===== config.mk =====
export PLATFORM = sky130hd
export DESIGN_NAME = rsq_ring_slave_sequencer
export DESIGN_NICKNAME = d
export VERILOG_FILES = /design/src/rtl/rsq_pkg.sv /design/src/rtl/rsq_ring_slave_sequencer.sv
export VERILOG_INCLUDE_DIRS = /design/src /design/src/rtl
export SDC_FILE = /design/constraint.sdc
export NUM_CORES = 1
export LEC_CHECK = 0
export BUFFER_PORTS_ARGS = -buffer_cell sky130_fd_sc_hd__clkbuf_2
export CORE_MARGIN = 2
export CORE_UTILIZATION = 40
export DETAILED_ROUTE_END_ITERATION = 10
export PLACE_DENSITY = 0.61
export SLEW_MARGIN = 10
export SYNTH_ARGS = -nofsm -noshare
export SYNTH_HDL_FRONTEND = slang
export SYNTH_SLANG_ARGS = --single-unit

===== constraint.sdc =====
create_clock -name pclk -period 6.2 [get_ports pclk]
set_input_delay 0 -clock pclk [delete_from_list [all_inputs] [get_ports pclk]]
set_output_delay 0 -clock pclk [all_outputs]
set_load 0.1 [all_outputs]

===== src/rtl/rsq_consts.svh =====
// Offsets, field positions, reset values and timing counts of the ring slave sequencer.
// Contract
// - Firmware sets init-done after loading; device then leaves INITIAL for setup phase A.
// - IN or OUT slaves leave INITIAL for setup phase A without init-done.
// - Frames received in INITIAL are discarded with no reply or store; only frame-received strobe pulses.
// - Phase A accepts only setup-A, forwards it with node info, enters phase B.
// - Phase B forwards setup-B, runs on cyclic frame, returns to A on setup-A.
// - RUNNING exchanges cyclic frames and returns to phase A on setup-A.
// - Writing 1 to soft reset forces the sequencer back to INITIAL.
// - Own block position in receive memory stays fixed after phase B.
// - Both strobes are active-low pulses of 1.28 us, falling edge significant.
// - Sync strobe fires only in RUNNING after a complete cyclic frame.
// - Frame-received strobe pulses on every complete frame, any state or type.
// - In RUNNING a timeout also pulses frame-received strobe unless masked.
// - IN or OUT slave samples or updates its pins at the sync strobe.
// - The slave never transmits unless a received frame triggers it.
// - Reply carries transmit bank committed before the triggering frame arrived.
// - A reply-preventing error acts as no frame: no store, no strobes.
// - Generic timeout interval is programmed; IN and OUT use fixed 20.9 ms.
// - BCD node address above 31 or lower digit Ah to Fh reads 31.
// - Generic host bus is 16 bits with width select low, 8 bits high.
// - Status reports state one-hot: bit3 INITIAL, bit2 A, bit1 B, bit0 RUNNING.
// - Timeout value zero disables detection, else value times 81.92 us.
`ifndef RSQ_CONSTS_SVH
`define RSQ_CONSTS_SVH

`define RSQ_CLK_MHZ        20
`define RSQ_STROBE_NS      1280
`define RSQ_STROBE_CYC     ((`RSQ_STROBE_NS * `RSQ_CLK_MHZ + 999) / 1000)
`define RSQ_TO_UNIT_NS     81920
`define RSQ_TO_UNIT_CYC    ((`RSQ_TO_UNIT_NS * `RSQ_CLK_MHZ) / 1000)
`define RSQ_FIXED_TO_US    20900
`define RSQ_FIXED_TO_CYC   (`RSQ_FIXED_TO_US * `RSQ_CLK_MHZ)

`define RSQ_OFF_SOFT_RESET 12'h500
`define RSQ_OFF_NODE_ADDR  12'h504
`define RSQ_OFF_TIMEOUT    12'h50c
`define RSQ_OFF_INIT_DONE  12'h510
`define RSQ_OFF_STRB_MASK  12'h514
`define RSQ_OFF_SYNC_MASK  12'h51c
`define RSQ_OFF_TX_SWITCH  12'h530
`define RSQ_OFF_STATE      12'h544

`define RSQ_TIMEOUT_RST    8'hff
`define RSQ_STATE_TO_BIT   4
`define RSQ_BCD_MAX        5'h1f
`define RSQ_BCD_DIGIT_MAX  4'h9

`endif


===== src/rtl/rsq_pkg.sv =====
// Types shared by the ring slave sequencer.
package rsq_pkg;

  typedef enum logic [1:0] {
    ST_INIT = 2'b00,
    ST_CFGA = 2'b01,
    ST_CFGB = 2'b10,
    ST_RUN  = 2'b11
  } rsq_state_e;

  typedef enum logic [1:0] {
    FT_NONE  = 2'b00,
    FT_SETA  = 2'b01,
    FT_SETB  = 2'b10,
    FT_CYCLE = 2'b11
  } rsq_frame_e;

  typedef enum logic [1:0] {
    MD_NONE    = 2'b00,
    MD_GENERIC = 2'b01,
    MD_IN      = 2'b10,
    MD_OUT     = 2'b11
  } rsq_mode_e;

endpackage : rsq_pkg


===== src/rtl/rsq_ring_slave_sequencer.sv =====
// Start-up sequencer, reply trigger, strobes and timeout of a ring slave node.
//
// Local design decisions: the register offsets and the APB register port.
`include "rsq_consts.svh"

module rsq_ring_slave_sequencer
  import rsq_pkg::*;
#(
  parameter int unsigned FIXED_TIMEOUT_CYC = `RSQ_FIXED_TO_CYC
) (
  input  wire logic        pclk,
  input  wire logic        presetn,
  input  wire logic        psel,
  input  wire logic        penable,
  input  wire logic        pwrite,
  input  wire logic [11:0] paddr,
  input  wire logic [31:0] pwdata,
  output logic [31:0]      prdata,
  output logic             pready,
  output logic             pslverr,
  input  wire logic [1:0]  slave_mode,
  input  wire logic        host_bus_width_select,
  input  wire logic [7:0]  node_address_pins,
  input  wire logic        rx_done,
  input  wire logic [1:0]  rx_type,
  input  wire logic        rx_fatal,
  input  wire logic [4:0]  rx_block_pos,
  output logic             tx_start,
  output logic             tx_append_info,
  output logic             tx_bank,
  output logic             rx_store,
  output logic [4:0]       block_pos,
  output logic [4:0]       node_address,
  output logic             host_bus_16bit,
  output logic             io_sample,
  output logic             frame_received_strobe_n,
  output logic             cycle_sync_strobe_n
);

  localparam logic [4:0]  STROBE_CYC = 5'(`RSQ_STROBE_CYC);
  localparam logic [10:0] TO_UNIT    = 11'(`RSQ_TO_UNIT_CYC);

  function automatic logic [4:0] dec5(input logic [4:0] v);
    dec5 = (v == 5'h00) ? 5'h00 : v - 5'h01;
  endfunction : dec5

  function automatic logic [4:0] bcd_addr(input logic [7:0] p);
    logic [7:0] v;
    v = 8'(p[7:4]) * 8'h0a + 8'(p[3:0]);
    if (p[3:0] > `RSQ_BCD_DIGIT_MAX || v > 8'(`RSQ_BCD_MAX)) begin
      bcd_addr = `RSQ_BCD_MAX;
    end else begin
      bcd_addr = v[4:0];
    end
  endfunction : bcd_addr

  // Register bus group.
  logic [31:0] prdata_r, prdata_nxt;
  logic        pready_r, pready_nxt;
  logic        pslverr_r, pslverr_nxt;
  logic        init_done_r, init_done_nxt;
  logic [4:0]  macid_r, macid_nxt;
  logic [7:0]  timeout_r, timeout_nxt;
  logic        strb_mask_r, strb_mask_nxt;
  logic        sync_mask_r, sync_mask_nxt;
  logic        cpu_bank_r, cpu_bank_nxt;
  logic        soft_rst;

  // Sequencer group.
  rsq_state_e  state_r, state_nxt;
  logic        tx_start_r, tx_start_nxt;
  logic        append_r, append_nxt;
  logic        tx_bank_r, tx_bank_nxt;
  logic        store_r, store_nxt;
  logic [4:0]  blk_pos_r, blk_pos_nxt;
  logic [4:0]  node_r, node_nxt;
  logic        bus16_r, bus16_nxt;
  logic        sync_go;

  // Timer group.
  logic [4:0]  fr_cnt_r, fr_cnt_nxt;
  logic [4:0]  sy_cnt_r, sy_cnt_nxt;
  logic        fr_n_r, fr_n_nxt;
  logic        sy_n_r, sy_n_nxt;
  logic        io_smp_r, io_smp_nxt;
  logic [19:0] to_cnt_r, to_cnt_nxt;
  logic        to_flag_r, to_flag_nxt;
  logic        to_hit;

  logic io_mode;
  logic rx_ok;
  logic setup_ph;
  logic acc_ph;
  logic mapped;
  logic [31:0] rd_mux;

  assign io_mode  = (slave_mode == MD_IN) || (slave_mode == MD_OUT);
  assign rx_ok    = rx_done && !rx_fatal;
  assign setup_ph = psel && !penable;
  assign acc_ph   = psel && penable && pready_r;

  always_comb begin
    mapped = 1'b1;
    rd_mux = 32'h0000_0000;
    case (paddr)
      `RSQ_OFF_SOFT_RESET: rd_mux = 32'h0000_0000;
      `RSQ_OFF_NODE_ADDR:  rd_mux = {27'h0, macid_r};
      `RSQ_OFF_TIMEOUT:    rd_mux = {24'h0, timeout_r};
      `RSQ_OFF_INIT_DONE:  rd_mux = {31'h0, init_done_r};
      `RSQ_OFF_STRB_MASK:  rd_mux = {31'h0, strb_mask_r};
      `RSQ_OFF_SYNC_MASK:  rd_mux = {31'h0, sync_mask_r};
      `RSQ_OFF_TX_SWITCH:  rd_mux = 32'h0000_0000;
      `RSQ_OFF_STATE: begin
        rd_mux[3] = (state_r == ST_INIT);
        rd_mux[2] = (state_r == ST_CFGA);
        rd_mux[1] = (state_r == ST_CFGB);
        rd_mux[0] = (state_r == ST_RUN);
        rd_mux[`RSQ_STATE_TO_BIT] = to_flag_r;
      end
      default: mapped = 1'b0;
    endcase
  end

  // Registers are written at the access edge; soft reset also restores defaults.
  always_comb begin
    prdata_nxt    = prdata_r;
    pready_nxt    = setup_ph;
    pslverr_nxt   = setup_ph && !mapped;
    init_done_nxt = init_done_r;
    macid_nxt     = macid_r;
    timeout_nxt   = timeout_r;
    strb_mask_nxt = strb_mask_r;
    sync_mask_nxt = sync_mask_r;
    cpu_bank_nxt  = cpu_bank_r;
    soft_rst      = 1'b0;
    if (setup_ph && !pwrite) begin
      prdata_nxt = rd_mux;
    end
    if (acc_ph && pwrite && !pslverr_r) begin
      case (paddr)
        `RSQ_OFF_SOFT_RESET: soft_rst = pwdata[0];
        `RSQ_OFF_NODE_ADDR:  macid_nxt = pwdata[4:0];
        `RSQ_OFF_TIMEOUT:    timeout_nxt = pwdata[7:0];
        `RSQ_OFF_INIT_DONE:  init_done_nxt = pwdata[0];
        `RSQ_OFF_STRB_MASK:  strb_mask_nxt = pwdata[0];
        `RSQ_OFF_SYNC_MASK:  sync_mask_nxt = pwdata[0];
        `RSQ_OFF_TX_SWITCH:  cpu_bank_nxt = cpu_bank_r ^ pwdata[0];
        default: cpu_bank_nxt = cpu_bank_r;
      endcase
    end
    if (soft_rst) begin
      init_done_nxt = 1'b0;
      macid_nxt     = 5'h00;
      timeout_nxt   = `RSQ_TIMEOUT_RST;
      strb_mask_nxt = 1'b0;
      sync_mask_nxt = 1'b0;
      cpu_bank_nxt  = 1'b0;
    end
  end

  always_ff @(posedge pclk or negedge presetn) begin
    if (!presetn) begin
      prdata_r    <= 32'h0000_0000;
      pready_r    <= 1'b0;
      pslverr_r   <= 1'b0;
      init_done_r <= 1'b0;
      macid_r     <= 5'h00;
      timeout_r   <= `RSQ_TIMEOUT_RST;
      strb_mask_r <= 1'b0;
      sync_mask_r <= 1'b0;
      cpu_bank_r  <= 1'b0;
    end else begin
      prdata_r    <= prdata_nxt;
      pready_r    <= pready_nxt;
      pslverr_r   <= pslverr_nxt;
      init_done_r <= init_done_nxt;
      macid_r     <= macid_nxt;
      timeout_r   <= timeout_nxt;
      strb_mask_r <= strb_mask_nxt;
      sync_mask_r <= sync_mask_nxt;
      cpu_bank_r  <= cpu_bank_nxt;
    end
  end

  // A reply is only ever started by an accepted frame; the bank it carries is the
  // one software committed before that frame arrived.
  always_comb begin
    state_nxt    = state_r;
    tx_start_nxt = 1'b0;
    append_nxt   = 1'b0;
    store_nxt    = 1'b0;
    sync_go      = 1'b0;
    blk_pos_nxt  = blk_pos_r;
    tx_bank_nxt  = tx_bank_r;
    case (state_r)
      ST_INIT: begin
        if (init_done_r || io_mode) begin
          state_nxt = ST_CFGA;
        end
      end
      ST_CFGA: begin
        if (rx_ok && rx_type == FT_SETA) begin
          tx_start_nxt = 1'b1;
          append_nxt   = 1'b1;
          blk_pos_nxt  = rx_block_pos;
          state_nxt    = ST_CFGB;
        end
      end
      ST_CFGB: begin
        if (rx_ok && rx_type == FT_SETB) begin
          tx_start_nxt = 1'b1;
          append_nxt   = 1'b1;
          blk_pos_nxt  = rx_block_pos;
        end else if (rx_ok && rx_type == FT_SETA) begin
          state_nxt = ST_CFGA;
        end else if (rx_ok && rx_type == FT_CYCLE) begin
          state_nxt    = ST_RUN;
          tx_start_nxt = 1'b1;
          store_nxt    = 1'b1;
          sync_go      = 1'b1;
        end
      end
      ST_RUN: begin
        if (rx_ok && rx_type == FT_CYCLE) begin
          tx_start_nxt = 1'b1;
          store_nxt    = 1'b1;
          sync_go      = 1'b1;
        end else if (rx_ok && rx_type == FT_SETA) begin
          state_nxt = ST_CFGA;
        end
      end
      default: state_nxt = ST_INIT;
    endcase
    if (tx_start_nxt) begin
      tx_bank_nxt = !cpu_bank_r;
    end
    if (soft_rst) begin
      state_nxt    = ST_INIT;
      tx_start_nxt = 1'b0;
      append_nxt   = 1'b0;
      store_nxt    = 1'b0;
      sync_go      = 1'b0;
    end
    if (io_mode && host_bus_width_select) begin
      node_nxt = bcd_addr(node_address_pins);
    end else if (io_mode) begin
      node_nxt = node_address_pins[4:0];
    end else begin
      node_nxt = macid_r;
    end
    bus16_nxt = !host_bus_width_select;
  end

  always_ff @(posedge pclk or negedge presetn) begin
    if (!presetn) begin
      state_r    <= ST_INIT;
      tx_start_r <= 1'b0;
      append_r   <= 1'b0;
      tx_bank_r  <= 1'b0;
      store_r    <= 1'b0;
      blk_pos_r  <= 5'h00;
      node_r     <= 5'h00;
      bus16_r    <= 1'b0;
    end else begin
      state_r    <= state_nxt;
      tx_start_r <= tx_start_nxt;
      append_r   <= append_nxt;
      tx_bank_r  <= tx_bank_nxt;
      store_r    <= store_nxt;
      blk_pos_r  <= blk_pos_nxt;
      node_r     <= node_nxt;
      bus16_r    <= bus16_nxt;
    end
  end

  // Strobe widths and the receive timeout run on the system clock.
  always_comb begin
    logic        to_en;
    logic [19:0] to_lim;
    to_en  = 1'b0;
    to_lim = 20'(FIXED_TIMEOUT_CYC);
    if (!io_mode) begin
      to_lim = 20'(timeout_r) * 20'(TO_UNIT);
    end
    to_en  = (state_r == ST_RUN) && (io_mode || timeout_r != 8'h00);
    to_hit = to_en && !rx_ok && (to_cnt_r == to_lim - 20'h1);
    if (!to_en || rx_ok || to_hit) begin
      to_cnt_nxt = 20'h0;
    end else begin
      to_cnt_nxt = to_cnt_r + 20'h1;
    end
    to_flag_nxt = to_hit ? 1'b1 : (rx_ok ? 1'b0 : to_flag_r);
    if (rx_ok || (to_hit && !strb_mask_r)) begin
      fr_cnt_nxt = STROBE_CYC;
    end else begin
      fr_cnt_nxt = dec5(fr_cnt_r);
    end
    if (sync_go && !sync_mask_r) begin
      sy_cnt_nxt = STROBE_CYC;
    end else begin
      sy_cnt_nxt = dec5(sy_cnt_r);
    end
    fr_n_nxt   = (fr_cnt_nxt == 5'h00);
    sy_n_nxt   = (sy_cnt_nxt == 5'h00);
    io_smp_nxt = sync_go && io_mode;
    if (soft_rst) begin
      to_cnt_nxt  = 20'h0;
      to_flag_nxt = 1'b0;
      fr_cnt_nxt  = 5'h00;
      sy_cnt_nxt  = 5'h00;
      fr_n_nxt    = 1'b1;
      sy_n_nxt    = 1'b1;
      io_smp_nxt  = 1'b0;
    end
  end

  always_ff @(posedge pclk or negedge presetn) begin
    if (!presetn) begin
      fr_cnt_r  <= 5'h00;
      sy_cnt_r  <= 5'h00;
      fr_n_r    <= 1'b1;
      sy_n_r    <= 1'b1;
      io_smp_r  <= 1'b0;
      to_cnt_r  <= 20'h0;
      to_flag_r <= 1'b0;
    end else begin
      fr_cnt_r  <= fr_cnt_nxt;
      sy_cnt_r  <= sy_cnt_nxt;
      fr_n_r    <= fr_n_nxt;
      sy_n_r    <= sy_n_nxt;
      io_smp_r  <= io_smp_nxt;
      to_cnt_r  <= to_cnt_nxt;
      to_flag_r <= to_flag_nxt;
    end
  end

  assign prdata                  = prdata_r;
  assign pready                  = pready_r;
  assign pslverr                 = pslverr_r;
  assign tx_start                = tx_start_r;
  assign tx_append_info          = append_r;
  assign tx_bank                 = tx_bank_r;
  assign rx_store                = store_r;
  assign block_pos               = blk_pos_r;
  assign node_address            = node_r;
  assign host_bus_16bit          = bus16_r;
  assign io_sample               = io_smp_r;
  assign frame_received_strobe_n = fr_n_r;
  assign cycle_sync_strobe_n     = sy_n_r;

  logic [5:0] fr_low_len;
  always_ff @(posedge pclk or negedge presetn) begin
    if (!presetn) begin
      fr_low_len <= 6'h00;
    end else begin
      fr_low_len <= (fr_cnt_nxt == STROBE_CYC) ? 6'h01 : (fr_n_r ? 6'h00 : fr_low_len + 6'h01);
    end
  end
endmodule : rsq_ring_slave_sequencer


# == After elaboration in Yosys (flattened, before gate mapping) ==
# Cells that the tools add are included.
# word_totals
regBits,102
latchBits,0
ram_bits,0
romBits,0
mem_count,0
# classes
addsub,5
n_mul,2
div,0
magnitude_cmp,2
n_eq_ne,25
shifts,0
n_mux,65
n_bitwise,1
reduce_logical,60
# ops
op,n
"== test 12 x 11 -> 1 bit, second input constant",8
two-way mux 5 bit,14
two-way mux 20 bit,2
two-way mux 1 bit,30
one-hot mux 5 bit (6 select lines),1
two-way mux 8 bit,3
"adder 20 x 1 -> 20 bit, second input constant",1
== test 20 bit,1
zero test 5 bit,4
"subtractor 20 x 1 -> 20 bit, second input constant",1
two-way mux 19 bit,1
logical AND 1 bit,18
"multiplier 8 x 10 -> 18 bit, second input constant",1
two-way mux 2 bit,8
nonzero test 2 bit,8
"== test 2 bit, second input constant",6
AND reduction 2 bit,6
zero test 1 bit,11
one-hot mux 5 bit (2 select lines),1
"subtractor 5 x 1 -> 5 bit, second input constant",2
"inequality test 3 bit, second input constant",3
adder 8 x 4 -> 8 bit,1
"greater-than comparator 8 x 5 -> 1 bit, second input constant",1
one-hot mux 2 bit (4 select lines),1
other kinds (17),27

# == Depth between registers and ports, before layout ==
# logic_depth
ltp_word,12
ltp_mapped,22

# == Worst setup path after synthesis ==
# OpenSTA, ideal clock, no wires.
# synth_path
kind,reg2reg
startpoint,register timeout_r[5]
endpoint,register to_cnt_r[10]
arrival_time_ns,5.267
setup_slack_ns,0.814
stages_incl_launch_ff,21
n_path_buf,4
path_cell_list,dfstp_2 ha_1 ha_1 fa_1 inv_1 fa_1 inv_1 ha_1 clkbuf_1 clkbuf_1 or4b_2 a21oi_1 o211ai_1 nor4_1 a2bb2oi_1 mux2i_1 a2111oi_0 a31o_2 buf_4 buf_4 nor2_1
# synth_via
elab_chain_cells,8
elab_cells_between_ends,14
classes_between,add/sub (1); mul (1); eq/ne (1); mux (3); reduce/logical (8)
# synth_rtl
item,line,source
"start, declared",rsq_ring_slave_sequencer.sv:63,"logic [7:0] timeout_r, timeout_nxt;"
"start signal, assigned",rsq_ring_slave_sequencer.sv:168,timeout_r <= `RSQ_TIMEOUT_RST;
"start signal, assigned",rsq_ring_slave_sequencer.sv:178,timeout_r <= timeout_nxt;
multiplier 8 x 10 -> 18 bit or nonzero test 8 bit (tied branches),"rsq_ring_slave_sequencer.sv:283, rsq_ring_slave_sequencer.sv:285",
two-way mux 19 bit or logical OR 1 bit (tied branches),"rsq_ring_slave_sequencer.sv:282, rsq_ring_slave_sequencer.sv:285",
subtractor 20 x 1 -> 20 bit or logical AND 1 bit (tied branches),"rsq_ring_slave_sequencer.sv:286, rsq_ring_slave_sequencer.sv:285",
== test 20 bit (tied with other cells),rsq_ring_slave_sequencer.sv:286,to_hit = to_en && !rx_ok && (to_cnt_r == to_lim - 20'h1);
logical AND 1 bit or logical OR 1 bit (tied branches),"rsq_ring_slave_sequencer.sv:286, rsq_ring_slave_sequencer.sv:287",
logical OR 1 bit (*),rsq_ring_slave_sequencer.sv:287,if (!to_en || rx_ok || to_hit) begin
two-way mux 20 bit (*),rsq_ring_slave_sequencer.sv:287,
two-way mux 20 bit (*),rsq_ring_slave_sequencer.sv:306,if (soft_rst) begin
named net to_cnt_nxt[10],rsq_ring_slave_sequencer.sv:86,"logic [19:0] to_cnt_r, to_cnt_nxt;"
"end signal, assigned",rsq_ring_slave_sequencer.sv:332,to_cnt_r <= to_cnt_nxt;
"end, declared",rsq_ring_slave_sequencer.sv:86,
# The timed path passes the listed nets; every way through them passes the cells marked *.
# A chain may end at the register's enable or synchronous reset.

# == Final worst setup path ==
# layout_path
startpoint,register timeout_r[2]
endpoint,register fr_cnt_r[2]
# layout_via
elab_chain_cells,9
elab_cells_between_ends,13
classes_between,add/sub (1); mul (1); eq/ne (1); mux (3); reduce/logical (7)
# layout_rtl
item,line,source
multiplier 8 x 10 -> 18 bit or nonzero test 8 bit (tied branches),"rsq_ring_slave_sequencer.sv:283, rsq_ring_slave_sequencer.sv:285",
two-way mux 19 bit or logical OR 1 bit (tied branches),"rsq_ring_slave_sequencer.sv:282, rsq_ring_slave_sequencer.sv:285",
subtractor 20 x 1 -> 20 bit or logical AND 1 bit (tied branches),"rsq_ring_slave_sequencer.sv:286, rsq_ring_slave_sequencer.sv:285",
== test 20 bit or logical AND 1 bit (tied branches),rsq_ring_slave_sequencer.sv:286,
logical AND 1 bit (*),rsq_ring_slave_sequencer.sv:286,
logical AND 1 bit (*),rsq_ring_slave_sequencer.sv:293,if (rx_ok || (to_hit && !strb_mask_r)) begin
logical OR 1 bit (*),rsq_ring_slave_sequencer.sv:293,
two-way mux 5 bit (*),rsq_ring_slave_sequencer.sv:293,
two-way mux 5 bit (*),rsq_ring_slave_sequencer.sv:306,
named net fr_cnt_nxt[2],rsq_ring_slave_sequencer.sv:81,"logic [4:0] fr_cnt_r, fr_cnt_nxt;"
"end signal, assigned",rsq_ring_slave_sequencer.sv:327,fr_cnt_r <= fr_cnt_nxt;
"end, declared",rsq_ring_slave_sequencer.sv:81,
# Marked as above.

==> metrics <==
startpoint types=flip-flop; initial antenna violation count=0; Lkg Pwr=0.00348 uW; Root Buffer=clkbuf_16; Routed WL=between 15 and 20 mm; WP data required=approximately 6.4 ns; synth top area cells=dfrtp_1 26%, ha_1 11%, nor2_1 4.3%; I/O Buffers=71; Max Freq=approximately 170 MHz; clk buf depth=2; Via density=5.29; Max-Slew Margin vs Limit=between 30 and 40%; Slowest Stage Delay on Critical Path=0.58 ns; number of distinct library cells after synthesis=71; IO Pins=121; # diodes=0; Worst Skew=approximately 0.0073 ns; drt wl/cell=around 15 um; synthesis-to-layout area growth=16.7%; CTS tree=done; die area=roughly 18000 um^2; ordered list of cells on the worst path=inv_1 > ha_1 > fa_1 > fa_1 > fa_1 > ha_1 > a21o_1 > a211oi_1 > o221ai_1 > nor4_1 > nand4bb_1 > a2111o_1 > or2_1 > a2111oi_4 > and3_1 > nor4_1; status=finished, final reports clean; Crit Path Category=flip-flop to flip-flop; cell mode on critical path=fa_1; Async S/R FF share, synth=100%; FP Rows=46; Mapped Cells=753; Yosys warning total=0; top-area cell type share of the netlist area=about 26%; largest net degree at the start of global routing=between 70 and 80; # Max-Cap Violations=0; CTS H-tree lvls=3; crit path max fanout=8; Routed Antenna Nets=0; Pre-antenna DRT Iters=7; Cell Area, Synth=6590 um^2; slew of the pin with the lowest slew margin=slightly below 1 ns; #FFs+latches synth=78; hold_ws=slightly above 0.04 ns; die height=about 130 um; share of cells above drive strength 1=14.9%; final hold violation count=0; clk sink count=78; vias in the first global route=5415; delay-heaviest family, CP=adder cells; initial DRC count=341; RSZ-0062 raised after global routing=no; number of flops mapped to enable cells by yosys=0; NumNets Final=about 1000; GRT Residual Overflow=0; Worst setup EP type=flip-flop; DR vias=~5700; area of the core=approximately 16000 um^2; starting density of the core=41.2%; prevailing post-synth register cell=dfrtp_1; Chip Width=132 um; Setup TNS=0 ns; Period minus WS final=just under 6 ns; period utilization=~94%; Critical Path AT=between 6 and 7 ns; placed instance count=slightly above 1000; CTS Buf Count=9; first-pass GRT wire length=roughly 26 mm; GP Congestion=between 0.8 and 0.9; pwr dens=247 nW/um^2; Clock Latency Late Sink=0.34 ns; post-route insts no fill=1069; Post-route DRC=0; Synth area leader=dfrtp_1; sequential element share of the synthesized area=approximately 30%; Peak supply drop=~0.28 mV; pins over their slew limit=0; clock-pin slew on the worst setup and hold paths=approximately 0.06 ns; Tot GR Track Use=18.4%; Synth Area per Inst=a little under 9 um^2; crit path buf inv count=1; min-delay worst type=primary input to flip-flop; final setup vio count=0; Slowest-stage cell, CP=dfstp_2; Final HPWL DP=around 12 mm
worst min-delay path: cells and delay by family:
kind                   cells  cell delay (ns)
buffers and inverters      1             0.09
and+or+nand+nor            3             0.26
final timing paths:
| kind | start | end | slack, ns | cells past startpoint |
|---|---|---|---|---|
| worst max register to register | timeout_r[2] | fr_cnt_r[2] | 0.40 | 16 |
| min in group asynchronous | presetn | to_cnt_r[13] | 0.43 | 3 |
| worst max-delay path | timeout_r[2] | fr_cnt_r[2] | 0.40 | 16 |
| max in group asynchronous | presetn | prdata[0] | 5.12 | 3 |
| worst min register to register | sy_cnt_r[0] | sy_cnt_r[0] | 0.50 | 1 |
| worst min-delay path | psel | pslverr | 0.04 | 4 |
sequential cells by signal (all words and copies together) (netlist names), 2 cells and up:
signal        cells
block_pos         5
fr_cnt_r          5
macid_r           5
node_address      5
prdata            8
state_r           2
sy_cnt_r          5
timeout_r         8
to_cnt_r         20
cell families after synthesis:
family,share of synthesized area (%)
and+or+nand+nor,20.7
AOI/OAI and AO/OA,17.3
buffers and inverters,6.90
DFF,29.8
adders and majority gates,15.5
xor gates and xnor gates,7.18
muxes,2.57
other,0.0569
cells in the final DEF (no fill, tap or decap), types with 4 or more instances in the layout:
master / Yosys / final
dfstp_2: 10 / 10
and3_1: 7 / 7
a211oi_1: 5 / 5
mux2_2: 7 / 7
mux2i_1: 9 / 9
nand2_1: 62 / 62
dlygate4sd3_1: 0 / 23
and4_1: 4 / 4
o21ai_0: 36 / 36
o221ai_1: 4 / 4
nor2_1: 76 / 76
xor2_1: 22 / 22
o21a_1: 5 / 5
buf_4: 27 / 13
nor2b_1: 16 / 16
ha_1: 59 / 59
nor3b_1: 4 / 4
dfrtp_1: 68 / 68
xnor2_1: 32 / 32
nand4_1: 9 / 9
nor3_1: 15 / 15
nand3b_1: 4 / 4
clkbuf_16: 0 / 9
o211ai_1: 14 / 14
a21oi_1: 35 / 35
fa_1: 14 / 14
nor4_1: 11 / 10
a2111oi_0: 4 / 4
clkbuf_2: 0 / 70
a21o_1: 12 / 12
nand3_1: 31 / 31
o31ai_1: 6 / 6
or3_1: 6 / 6
and2_1: 7 / 7
nand2b_1: 8 / 8
conb_1: 1 / 24
inv_1: 48 / 48
a222oi_1: 5 / 5
cell type report:
type | instances | area, um^2
multi-input combinational | 604 | 4260
sequential | 78 | 1960
inverter | 48 | 180
tap | 216 | 270
clock inverter | 6 | 86.3
clock buffer | 10 | 229
fill | 1582 | 8310
timing repair buffer | 107 | 698
report_power, final:
part / leakage [uW] / switching, uW / internal (uW)
sequential: 0.000978 / 46.0 / 582
combinational: 0.00235 / 516 / 198
clock: 0.000152 / 208 / 352
stage by stage:
step / util, % / instance area [um^2] / setup WS [ns] / total power, uW
after floorplan: - / 6670 / 0.814 / 1210
after global placement: 44.5 / 7120 / 0.319 / 1330
after detailed placement: 44.5 / 7120 / 0.302 / 1330
after CTS: 47.9 / 7670 / 0.281 / 1920
after global routing: 48.0 / 7690 / 0.0544 / 2010
final: 48.0 / 7690 / 0.400 / 1900
per-layer routing:
metal | global-route usage [%] | vias to the layer above | share of wire, %
met5 | 0 | - | 0
met4 | 5.85 | 0 | 1.5
met3 | 2.54 | 15 | 4.6
met2 | 29.9 | 151 | 46
met1 | 25.5 | 2645 | 48
li1 | - | 2840 | -
cells in the mapped netlist (3+ instances only):
cell type   n
a211oi_1    5
nand4b_1    3
a21o_1     12
o221ai_1    4
nand3_1    31
mux2i_1     9
buf_4      27
o21a_1      5
ha_1       59
and4_1      4
xnor2_1    32
dfrtp_1    68
nor2b_1    16
buf_1       3
a22o_1      3
nand3b_1    4
o211ai_1   14
a21oi_1    35
mux2_2      7
o31ai_1     6
and2_1      7
nand4_1     9
o21ai_0    36
inv_1      48
a211o_1     3
nand2_1    62
xor2_1     22
a2111oi_0   4
and3_1      7
dfstp_2    10
o2bb2ai_1   3
clkbuf_1   16
a222oi_1    5
nor4_1     11
nor3_1     15
nand2b_1    8
or3_1       6
nor3b_1     4
nor2_1     76
fa_1       14
what timing repair did:
| action | in CTS | in global routing |
|---|---|---|
| setup endpoints to repair | 0 | 19 |
| hold buffers | 23 | 0 |
| hold endpoints to repair | 53 | 0 |
| resized for setup | 0 | 0 |
| buffers inserted | 0 | 1 |
Note: power is estimated with default switching activity, not from simulation.
